## config.mk

```make
export PLATFORM = sky130hd
export DESIGN_NAME = atas_regs
export DESIGN_NICKNAME = d
export VERILOG_FILES = /design/src/rtl/atas_pkg.sv /design/src/rtl/atas_regs.sv /design/src/rtl/atas_ack_slot.sv
export SDC_FILE = /design/constraint.sdc
export NUM_CORES = 1
export LEC_CHECK = 0
export BUFFER_PORTS_ARGS = -buffer_cell sky130_fd_sc_hd__clkbuf_2
export CORE_UTILIZATION = 40
export CTS_BUF_LIST = sky130_fd_sc_hd__clkbuf_8
export DETAILED_ROUTE_END_ITERATION = 12
export PLACE_DENSITY = 0.75
export RECOVER_POWER = 50
export SYNTH_ARGS = -nofsm -noshare
export SYNTH_HDL_FRONTEND = slang
export SYNTH_HIERARCHICAL = 1
export SYNTH_SLANG_ARGS = --single-unit
```

## constraint.sdc

```tcl
create_clock -name clk -period 3.4 [get_ports clk]
set_input_delay 0.85 -clock clk [delete_from_list [all_inputs] [get_ports clk]]
set_output_delay 0.85 -clock clk [all_outputs]
set_load 0.01 [all_outputs]
```

## src/rtl/atas_pkg.sv

```systemverilog
package atas_pkg;

   localparam int ADDR_W = 12;
   localparam int DATA_W = 32;
   localparam int ACK_W = 5;
   localparam int NUM_ACK = 2;

   // --------------------------------------------------------------
   // register offsets
   // --------------------------------------------------------------
   localparam logic [ADDR_W-1:0] OFS_CONTROL_ACK = 12'h004;
   localparam logic [ADDR_W-1:0] OFS_BULK_ACK = 12'h008;
   localparam logic [ADDR_W-1:0] OFS_LINK_DIAGNOSTICS_REGISTER = 12'h030;
   localparam logic [ADDR_W-1:0] OFS_IRQ_STATUS = 12'h100;
   localparam logic [ADDR_W-1:0] OFS_IRQ_MASK = 12'h104;

   // --------------------------------------------------------------
   // field positions
   // --------------------------------------------------------------
   localparam int ACK_LSB = 23;
   localparam int ACK_MSB = 27;
   localparam int FLAG_BIT = 31;
   localparam int LINK_DIAGNOSTICS_REGISTER_WE_BIT = 4;
   localparam int IRQ_CTL_BIT = 0;
   localparam int IRQ_BULK_BIT = 1;

   // --------------------------------------------------------------
   // reset values and codes
   // --------------------------------------------------------------
   localparam logic [ACK_W-1:0] ACK_RST = 5'h00;
   localparam logic FLAG_RST = 1'b0;
   localparam logic LINK_DIAGNOSTICS_REGISTER_RST = 1'b0;
   localparam logic [NUM_ACK-1:0] IRQ_RST = 2'h0;
   localparam logic [3:0] ACK_ERR_TIMEOUT = 4'h0;
   localparam logic [3:0] ACK_ERR_LONG = 4'h1;
   localparam logic [3:0] ACK_ERR_SHORT = 4'h2;
   localparam logic [1:0] RESP_OKAY = 2'h0;
   localparam logic [1:0] RESP_SLVERR = 2'h2;

   typedef enum logic [2:0] {
      ATAS_IDLE = 3'b000,
      ATAS_WACC = 3'b001,
      ATAS_WRESP = 3'b010,
      ATAS_RACC = 3'b011,
      ATAS_RRESP = 3'b100
   } atas_state_e;

endpackage : atas_pkg

```

## src/rtl/atas_regs.sv

```systemverilog
// Implementation choice: the AXI4-Lite interface to the registers.
`timescale 1ns/1ps
`default_nettype none

module atas_regs (
   input wire logic clk,
   input wire logic sys_rst,
   input wire logic soft_rst,
   input wire logic ctl_cap_valid,
   input wire logic [atas_pkg::ACK_W-1:0] ctl_ack_code,
   input wire logic bulk_cap_valid,
   input wire logic [atas_pkg::ACK_W-1:0] bulk_ack_code,
   input wire logic [atas_pkg::ADDR_W-1:0] s_axi_awaddr,
   input wire logic s_axi_awvalid,
   output logic s_axi_awready,
   input wire logic [atas_pkg::DATA_W-1:0] s_axi_wdata,
   input wire logic [3:0] s_axi_wstrb,
   input wire logic s_axi_wvalid,
   output logic s_axi_wready,
   output logic [1:0] s_axi_bresp,
   output logic s_axi_bvalid,
   input wire logic s_axi_bready,
   input wire logic [atas_pkg::ADDR_W-1:0] s_axi_araddr,
   input wire logic s_axi_arvalid,
   output logic s_axi_arready,
   output logic [atas_pkg::DATA_W-1:0] s_axi_rdata,
   output logic [1:0] s_axi_rresp,
   output logic s_axi_rvalid,
   input wire logic s_axi_rready,
   output logic link_diagnostics_register_register_write_enable,
   output logic irq
);
   import atas_pkg::*;

   atas_state_e state_reg;
   logic [DATA_W-1:0] wmask;
   logic [NUM_ACK-1:0] cap_valid;
   logic [ACK_W-1:0] cap_code [NUM_ACK];
   logic [ACK_W-1:0] code_reg [NUM_ACK];
   logic [NUM_ACK-1:0] flag_reg;
   logic [NUM_ACK-1:0] wr_hit;
   logic [NUM_ACK-1:0] rd_hit;
   logic [NUM_ACK-1:0] rd_clr;
   logic wr_take;
   logic rd_take;
   logic wr_mapped;
   logic rd_mapped;
   logic [DATA_W-1:0] rd_word;
   logic [NUM_ACK-1:0] irq_status_reg;
   logic [NUM_ACK-1:0] irq_mask_reg;
   logic [NUM_ACK-1:0] irq_status_next;

   assign cap_valid = {bulk_cap_valid, ctl_cap_valid};
   assign cap_code[0] = ctl_ack_code;
   assign cap_code[1] = bulk_ack_code;

   // --------------------------------------------------------------
   // bus handshake
   // --------------------------------------------------------------
   // address and data are taken together; one access at a time keeps
   // a read clear from racing a diagnostic write of the same register
   always_ff @(posedge clk) begin
      if (sys_rst) begin
         state_reg <= ATAS_IDLE;
      end else begin
         unique case (state_reg)
            ATAS_IDLE: begin
               if (s_axi_awvalid && s_axi_wvalid) begin
                  state_reg <= ATAS_WACC;
               end else if (s_axi_arvalid) begin
                  state_reg <= ATAS_RACC;
               end
            end
            ATAS_WACC: begin
               state_reg <= ATAS_WRESP;
            end
            ATAS_WRESP: begin
               if (s_axi_bready) begin
                  state_reg <= ATAS_IDLE;
               end
            end
            ATAS_RACC: begin
               state_reg <= ATAS_RRESP;
            end
            ATAS_RRESP: begin
               if (s_axi_rready) begin
                  state_reg <= ATAS_IDLE;
               end
            end
            default: begin
               state_reg <= ATAS_IDLE;
            end
         endcase
      end
   end

   always_ff @(posedge clk) begin
      if (sys_rst) begin
         s_axi_awready <= 1'b0;
         s_axi_wready <= 1'b0;
         s_axi_arready <= 1'b0;
      end else begin
         s_axi_awready <= (state_reg == ATAS_IDLE) && s_axi_awvalid && s_axi_wvalid;
         s_axi_wready <= (state_reg == ATAS_IDLE) && s_axi_awvalid && s_axi_wvalid;
         s_axi_arready <= (state_reg == ATAS_IDLE) && s_axi_arvalid
                          && !(s_axi_awvalid && s_axi_wvalid);
      end
   end

   assign wr_take = (state_reg == ATAS_WACC);
   assign rd_take = (state_reg == ATAS_RACC);

   always_ff @(posedge clk) begin
      if (sys_rst) begin
         s_axi_bvalid <= 1'b0;
         s_axi_bresp <= RESP_OKAY;
      end else if (wr_take) begin
         s_axi_bvalid <= 1'b1;
         s_axi_bresp <= wr_mapped ? RESP_OKAY : RESP_SLVERR;
      end else if (s_axi_bvalid && s_axi_bready) begin
         s_axi_bvalid <= 1'b0;
      end
   end

   always_ff @(posedge clk) begin
      if (sys_rst) begin
         s_axi_rvalid <= 1'b0;
         s_axi_rresp <= RESP_OKAY;
         s_axi_rdata <= '0;
      end else if (rd_take) begin
         s_axi_rvalid <= 1'b1;
         s_axi_rresp <= rd_mapped ? RESP_OKAY : RESP_SLVERR;
         s_axi_rdata <= rd_word;
      end else if (s_axi_rvalid && s_axi_rready) begin
         s_axi_rvalid <= 1'b0;
      end
   end

   // --------------------------------------------------------------
   // address decode
   // --------------------------------------------------------------
   assign wr_hit[0] = wr_take && (s_axi_awaddr == OFS_CONTROL_ACK);
   assign wr_hit[1] = wr_take && (s_axi_awaddr == OFS_BULK_ACK);
   assign rd_hit[0] = rd_take && (s_axi_araddr == OFS_CONTROL_ACK);
   assign rd_hit[1] = rd_take && (s_axi_araddr == OFS_BULK_ACK);
   assign rd_clr = rd_hit;

   assign wr_mapped = (s_axi_awaddr == OFS_CONTROL_ACK) || (s_axi_awaddr == OFS_BULK_ACK)
                      || (s_axi_awaddr == OFS_LINK_DIAGNOSTICS_REGISTER) || (s_axi_awaddr == OFS_IRQ_STATUS)
                      || (s_axi_awaddr == OFS_IRQ_MASK);
   assign rd_mapped = (s_axi_araddr == OFS_CONTROL_ACK) || (s_axi_araddr == OFS_BULK_ACK)
                      || (s_axi_araddr == OFS_LINK_DIAGNOSTICS_REGISTER) || (s_axi_araddr == OFS_IRQ_STATUS)
                      || (s_axi_araddr == OFS_IRQ_MASK);

   // --------------------------------------------------------------
   // acknowledge registers
   // --------------------------------------------------------------
   genvar gi;
   generate
      for (gi = 0; gi < 4; gi++) begin : g_strb
         assign wmask[8*gi +: 8] = {8{s_axi_wstrb[gi]}};
      end
      for (gi = 0; gi < NUM_ACK; gi++) begin : g_ack
         logic wr_ok;
         // only the field and flag bits can ever be written
         assign wr_ok = wr_hit[gi] && link_diagnostics_register_register_write_enable;
         // codes pass through untouched: normal ack or error encoding
         atas_ack_slot u_slot (
            .clk(clk),
            .sys_rst(sys_rst),
            .soft_rst(soft_rst),
            .cap_valid(cap_valid[gi]),
            .cap_code(cap_code[gi]),
            .wr_code_mask(wmask[ACK_MSB:ACK_LSB] & {ACK_W{wr_ok}}),
            .wr_code(s_axi_wdata[ACK_MSB:ACK_LSB]),
            .wr_flag_en(wr_ok && wmask[FLAG_BIT]),
            .wr_flag(s_axi_wdata[FLAG_BIT]),
            .rd_clr(rd_clr[gi]),
            .code_reg(code_reg[gi]),
            .flag_reg(flag_reg[gi])
         );
      end
   endgenerate

   // --------------------------------------------------------------
   // diagnostic and interrupt registers
   // --------------------------------------------------------------
   always_ff @(posedge clk) begin
      if (sys_rst) begin
         link_diagnostics_register_register_write_enable <= LINK_DIAGNOSTICS_REGISTER_RST;
      end else if (wr_take && (s_axi_awaddr == OFS_LINK_DIAGNOSTICS_REGISTER) && s_axi_wstrb[LINK_DIAGNOSTICS_REGISTER_WE_BIT/8]) begin
         link_diagnostics_register_register_write_enable <= s_axi_wdata[LINK_DIAGNOSTICS_REGISTER_WE_BIT];
      end
   end

   // a capture in the same cycle as a write-one clear keeps the bit set
   always_comb begin
      irq_status_next = irq_status_reg;
      if (wr_take && (s_axi_awaddr == OFS_IRQ_STATUS) && s_axi_wstrb[0]) begin
         irq_status_next = irq_status_reg & ~s_axi_wdata[NUM_ACK-1:0];
      end
      irq_status_next = irq_status_next | cap_valid;
   end

   always_ff @(posedge clk) begin
      if (sys_rst || soft_rst) begin
         irq_status_reg <= IRQ_RST;
      end else begin
         irq_status_reg <= irq_status_next;
      end
   end

   always_ff @(posedge clk) begin
      if (sys_rst) begin
         irq_mask_reg <= IRQ_RST;
      end else if (wr_take && (s_axi_awaddr == OFS_IRQ_MASK) && s_axi_wstrb[0]) begin
         irq_mask_reg <= s_axi_wdata[NUM_ACK-1:0];
      end
   end

   // one cycle behind the status bits so the pin comes from a flop
   always_ff @(posedge clk) begin
      if (sys_rst) begin
         irq <= 1'b0;
      end else begin
         irq <= |(irq_status_reg & irq_mask_reg);
      end
   end

   // --------------------------------------------------------------
   // read data
   // --------------------------------------------------------------
   always_comb begin
      rd_word = '0;
      unique case (s_axi_araddr)
         OFS_CONTROL_ACK: begin
            rd_word[ACK_MSB:ACK_LSB] = code_reg[0];
            rd_word[FLAG_BIT] = flag_reg[0];
         end
         OFS_BULK_ACK: begin
            rd_word[ACK_MSB:ACK_LSB] = code_reg[1];
            rd_word[FLAG_BIT] = flag_reg[1];
         end
         OFS_LINK_DIAGNOSTICS_REGISTER: begin
            rd_word[LINK_DIAGNOSTICS_REGISTER_WE_BIT] = link_diagnostics_register_register_write_enable;
         end
         OFS_IRQ_STATUS: begin
            rd_word[NUM_ACK-1:0] = irq_status_reg;
         end
         OFS_IRQ_MASK: begin
            rd_word[NUM_ACK-1:0] = irq_mask_reg;
         end
         default: begin
            rd_word = '0;
         end
      endcase
   end
endmodule : atas_regs

`default_nettype wire

```

## src/rtl/atas_ack_slot.sv

```systemverilog
`timescale 1ns/1ps
`default_nettype none

module atas_ack_slot (
   input wire logic clk,
   input wire logic sys_rst,
   input wire logic soft_rst,
   input wire logic cap_valid,
   input wire logic [atas_pkg::ACK_W-1:0] cap_code,
   input wire logic [atas_pkg::ACK_W-1:0] wr_code_mask,
   input wire logic [atas_pkg::ACK_W-1:0] wr_code,
   input wire logic wr_flag_en,
   input wire logic wr_flag,
   input wire logic rd_clr,
   output logic [atas_pkg::ACK_W-1:0] code_reg,
   output logic flag_reg
);
   import atas_pkg::*;

   // --------------------------------------------------------------
   // acknowledge field
   // --------------------------------------------------------------
   // the transmitter's capture beats a diagnostic write in the same cycle
   always_ff @(posedge clk) begin
      if (sys_rst || soft_rst) begin
         code_reg <= ACK_RST;
      end else if (cap_valid) begin
         code_reg <= cap_code;
      end else begin
         code_reg <= (code_reg & ~wr_code_mask) | (wr_code & wr_code_mask);
      end
   end

   // --------------------------------------------------------------
   // new-value flag
   // --------------------------------------------------------------
   // a fresh ack wins over a read clear, so no capture goes unseen
   always_ff @(posedge clk) begin
      if (sys_rst || soft_rst) begin
         flag_reg <= FLAG_RST;
      end else if (cap_valid) begin
         flag_reg <= 1'b1;
      end else if (wr_flag_en) begin
         flag_reg <= wr_flag;
      end else if (rd_clr) begin
         flag_reg <= 1'b0;
      end
   end

endmodule : atas_ack_slot

`default_nettype wire

```

==> impl_metrics.yaml, run 1 <==
run_status:
  outcome: "finished, final reports clean"
yosys:
  synthCells: 228
  yosysMostFrequentCell: "dfxtp_1"
  yosys_warnings: 6
  synthTopCellsByCount: "dfxtp_1, buf_4, nand2_1, nor2_1, nand2b_1"
  synth_top_area_share_pct: 34.7
  syn_area_sq_um: 2080
  synth_area_leaders: "dfxtp_1, buf_4, mux2_4, nand2b_1, o211a_1"
  synth_top_area_cell: "dfxtp_1"
  avgSynthCellArea_sq_um: 9.11
  synth_cell_types: 45
  synth_edf_count: 0
  synth-async-reset-ratio_pct: 0
  yosysSeqAreaShare_pct: 34.7
  synth_ff_type: "dfxtp_1"
  ys_ff_latch: 36
critical_path:
  rrSetupSlack_ns: 1.29
  cp.arrival_ns: 2.59
  cpPeakStageDelay_ns: 0.44
  reg2reg_depth: 7
  path_depth: 8
  timing.rr.start: "state_reg[0]"
  crit_slowest_cell: "nor4_1"
  worstPathMaxFanout: 6
  crit_path_start_kind: "input pin"
  path_buf_inv: 2
  crit_start: "s_axi_awaddr[7]"
  crit_family: "simple AND/OR/NAND/NOR gates"
  crit_chain: "clkbuf_2 -> nor4_1 -> and3_1 -> nand4_1 -> nor2_1 -> buf_4 -> mux2_4 -> o211a_1"
  crit_type: "in2reg"
  critPathCaptureType: "flop"
  critPathRequiredTime_ns: 3.58
cts:
  cts_tree: "yes"
  h-tree-depth: 2
  cts.clk_slew.worst_paths_ns: 0.07
  cts.sinks: 36
  cts_root_buf: "clkbuf_8"
  cts_setup_buffers: 0
  post_cts_resized: 0
  clk_latency_ns: 0.29
  cts_buffers: 5
  ctsHoldBuffers: 0
  cts_buffer_depth: 2
route:
  drt_iter0_markers: 95
  dr.pass1.iters: 4
  antenna_left: 0
  vias_per_cell: 4.93
  post_drt_wl_per_cell_um: 12.5
  routed_wl_um: 4610
  vias: 1821
  drc: 0
timing:
  min_period_over_period_pct: 70.7
  fin_crit_ns: 2.41
  fmaxAchievable_mhz: 416
  timing.hold.ws_ns: 0.437
  max_slew_margin_pct: 38.0
  finalHoldViolations: 0
  worst_pin_slew_ns: 0.930
  finClkSkew_ns: 0.00680
  setup_violations: 0
  finalSetupTns_ns: 0
  rsz0062_at_grt: "false"
  maxSlewViolCount: 0
placement:
  dp.cells: 362
  numPortBuffers: 73
  dp_hpwl_um: 3540
  place_congestion: 0.777
power_and_ir_drop:
  p_per_area_nw_per_um2: 352
  leakagePower_nw: 1.15
  ir_worst_vdd_v: 0.000212
global_route:
  grt_max_degree: 25
  antenna_found_initial: 0
  grt_pass1_wl_um: 7050
  first_global_vias: 1570
  gr-total-overflow: 0
  grtUsageTotal_pct: 16.9
worst_hold_path:
  holdPathStages: 2
  min_path_type: "reg2reg"
floorplanning:
  rows: 25
  core_area_sq_um: 4850
  die_x_um: 74.1
  die_area_sq_um: 5480
  die_h_um: 74.1
  initial_core_util_pct: 42.8
  ios: 123
finish:
  fin_cells: 369
  nNetsFinal: 382
  diodes: 0
  post-route-util_pct: 50.8
  drive_above_1_share_pct: 28.1
  syn_to_final_growth_pct: 18.5
run:
  cap_violations: 0
[worst min-delay path by stage]
| stage | from | end | slack [ns] |
|---|---|---|---|
| floorplan | g_ack[1].u_slot/flag_reg | s_axi_rdata[31] | 0.44 |
| global placement | s_axi_rdata[26] | s_axi_rdata[26] | 0.43 |
| detailed placement | s_axi_rdata[31] | s_axi_rdata[31] | 0.43 |
| CTS | s_axi_rdata[31] | s_axi_rdata[31] | 0.44 |
| global route | s_axi_rdata[31] | s_axi_rdata[31] | 0.46 |
| finish | s_axi_rdata[31] | s_axi_rdata[31] | 0.44 |
[logic make-up (layout without fill, tap and decap cells)]
family	Yosys count	after routing	share of synthesized area (%)
AOI/OAI and AO/OA	38	38	13.2
buffers and inverters	34	84	11.3
DFF	36	36	34.7
muxes	16	16	10.3
other	1	25	0.181
and+or+nand+nor	103	103	30.3
[cells in the final DEF, fill, tap and decap left out, drive strengths merged, types with 2 or more instances in the layout]
master  instances
or4             3
a22oi           6
clkbuf         78
mux2           13
a21oi          12
nor3b           4
mux2i           3
nand3b          4
nor4            5
inv             2
nand4           5
o21ai           4
dfxtp          36
nand2b         17
o211a          10
a21boi          2
conb           25
nor3            5
nand2          20
nor2           21
buf             2
or3b            2
nand3           5
nor4b           2
or4b            4
[per-layer routing]
| layer | wire length, um | track usage (%) |
|---|---|---|
| met3 | 270 | 4.47 |
| met2 | 2270 | 28.5 |
| met5 | 0 | 0 |
| met4 | 42 | 5.77 |
| met1 | 2020 | 20.9 |
[layout make-up]
cell class	count	area (sq um)
well taps	67	83.8
clock buffers	5	68.8
inverters	2	7.51
flip-flops and latches	36	721
multi-input cells	182	1210
repair buffers	75	357
fillers	482	2390
clock inverters	2	12.5
[worst min-delay path, cell delays in order, from the launching register on]
cell	delay (ns)
dfxtp_1	0.31
nand2_1	0.05
nand2_1	0.04
[report_power, final]
group          internal, W  switching [W]  total (W)
registers         0.000436      0.0000110   0.000447
clock network     0.000139       0.000153   0.000292
logic            0.0000581      0.0000695   0.000128
total             0.000633       0.000234   0.000867
[through the flow]
stage	total power, W	setup slack, ns	instance area [sq um]
detailed placement	0.000585	0.693	2400
global route	0.000904	0.842	2460
global placement	0.000582	0.727	2400
floorplan	0.000553	0.826	2170
finish	0.000867	0.995	2460
CTS	0.000875	1.00	2480
Power figures use the tool's default switching activity.
==> run 2, diff against run 1 <==
--- a/config.mk
+++ b/config.mk
@@ -9,7 +9,7 @@
 export CORE_UTILIZATION = 40
 export CTS_BUF_LIST = sky130_fd_sc_hd__clkbuf_8
 export DETAILED_ROUTE_END_ITERATION = 12
-export PLACE_DENSITY = 0.75
+export PLACE_DENSITY = 0.78
 export RECOVER_POWER = 50
 export SYNTH_ARGS = -nofsm -noshare
 export SYNTH_HDL_FRONTEND = slang
==> constraint.sdc (replaced) <==
create_clock -name clk -period 1.9 [get_ports clk]
set_input_delay 0.475 -clock clk [delete_from_list [all_inputs] [get_ports clk]]
set_output_delay 0.475 -clock clk [all_outputs]
set_load 0.01 [all_outputs]
==> run 2 against run 1 <==
- the run now ends with setup timing left
- critical path depth is 1 lower
- clock power grew 100%
- non-clock buffer count increased by 18
- worst hold slack got worse by 0.039 ns
- total power is 90% higher
- cell count is 4.9% higher
- sequential share of layout area fell by 2.3 points
- count of clock-buffer cells in the layout increased by 2
- largest cell class unchanged
- highest routed layer unchanged
==> impl_metrics.yaml, run 2 (synthesis results as in run 1) <==
route:
  vias_per_cell: 4.81
  drt_iter0_markers: 86
  dr.pass1.iters: 4
  vias: 1860
  antenna_left: 0
  post_drt_wl_per_cell_um: 12.0
  drc: 0
  routed_wl_um: 4650
timing:
  fin_crit_ns: 1.92
  min_period_over_period_pct: 101
  finalHoldViolations: 0
  setup_violations: 4
  finClkSkew_ns: 0.00546
  rsz0062_at_grt: "true"
  worst_slack_ns: -0.0156
  finalSetupTns_ns: -0.0213
  fmaxAchievable_mhz: 522
  maxSlewViolCount: 0
cts:
  clk_latency_ns: 0.29
  cts_tree: "yes"
  h-tree-depth: 2
  cts_buffer_depth: 2
  cts.sinks: 36
  cts_root_buf: "clkbuf_8"
  cts_buffers: 5
  cts.clk_slew.worst_paths_ns: 0.07
global_route:
  grt_pass1_wl_um: 7490
  gr-total-overflow: 0
  first_global_vias: 1663
  grt_max_degree: 24
  antenna_found_initial: 0
  grtUsageTotal_pct: 17.9
critical_path:
  crit_family: "simple AND/OR/NAND/NOR gates"
  crit_slowest_cell: "mux2_4"
  crit_path_start_kind: "input pin"
  reg2reg_depth: 6
  crit_type: "in2reg"
  critPathRequiredTime_ns: 2.08
  path_depth: 7
  path_buf_inv: 1
  crit_chain: "buf_6 -> nor4_4 -> and3_4 -> nand4_1 -> nor2_4 -> mux2_4 -> o211a_1"
  cp.arrival_ns: 2.10
  critPathCaptureType: "flop"
  worstPathMaxFanout: 5
  cpPeakStageDelay_ns: 0.33
placement:
  dp_hpwl_um: 3650
  place_congestion: 0.780
  placed_area_sq_um: 2550
  numPortBuffers: 73
worst_hold_path:
  min_path_type: "in2reg"
  holdPathStages: 2
finish:
  post-route-util_pct: 55.4
  layout_common_cells: "clkbuf_2, dfxtp_1, conb_1"
  diodes: 0
  fin_area_sq_um: 2690
  nNetsFinal: 400
  layout_commonest_cell: "clkbuf_2"
  syn_to_final_growth_pct: 29.3
  drive_above_1_share_pct: 40.3
floorplanning:
  initial_core_util_pct: 42.8
  die_area_sq_um: 5480
  core_area_sq_um: 4850
  die_h_um: 74.1
  rows: 25
  ios: 123
  die_x_um: 74.1
power_and_ir_drop:
  p_per_area_nw_per_um2: 614
  design_power_total_w: 0.00165
  leakagePower_nw: 1.32
  ir_worst_vdd_v: 0.000427
run_status:
  violations: "setup timing"
  outcome: "finished with violations"
run:
  cap_violations: 0
==> run 2: what timing repair did <==
action	4_1_cts	5_1_grt
hold buffers	0	0
gates resized for setup	3	5
buffers inserted	1	1
endpoints found under the setup margin	8	10
pin swaps	1	7
endpoints found under the hold margin	0	0
==> run 2: cell type report <==
class | count | area, sq um
Clock buffer | 7 | 96.3
Inverter | 2 | 7.51
Multi-Input combinational cell | 182 | 1250
Fill cell | 476 | 2160
Timing Repair Buffer | 93 | 518
Sequential cell | 36 | 724
Tap cell | 67 | 83.8
==> run 2: per-layer routing <==
metal | vias up | global-route usage [%] | share of wire (%)
li1 | 954 | - | -
met4 | 0 | 3.85 | 0.73
met1 | 840 | 22.9 | 45
met2 | 60 | 29.5 | 48
met5 | - | 0 | 0
met3 | 6 | 5.83 | 5.9
==> run 2: worst register-to-register path, stage by stage, from the launching register on <==
cell and delay [ns]:
dfxtp_2 0.33, nor3b_4 0.22, and3_4 0.22, nand4_1 0.20, nor2_4 0.30, mux2_4 0.33
o211a_1 0.21
==> run 2: stage by stage <==
step | setup WS (ns) | cells | hold WS, ns
floorplan | -0.142 | 252 | 0.437
global placement | -0.322 | 378 | 0.429
detailed placement | -0.352 | 378 | 0.434
CTS | -0.0238 | 386 | 0.385
global route | -0.101 | 387 | 0.396
finish | -0.0156 | 387 | 0.397
==> run 2: path summary, 6_finish.rpt <==
check	from	to	slack, ns
worst max-delay path	s_axi_awaddr[0]	flop	-0.02
worst min register to register	s_axi_rdata[31]	s_axi_rdata[31]	0.44
worst max register to register	state_reg[1]	flop	-0.01
worst min-delay path	soft_rst	irq_status_reg[0]	0.40
==> run 2: power breakdown <==
| group | total [W] | leakage (nW) | switching (W) | internal, W |
|---|---|---|---|---|
| registers | 0.000797 | 0.294 | 0.0000149 | 0.000782 |
| clock network | 0.000590 | 0.0503 | 0.000267 | 0.000323 |
| logic | 0.000263 | 0.973 | 0.000138 | 0.000125 |
| total | 0.00165 | 1.32 | 0.000420 | 0.00123 |
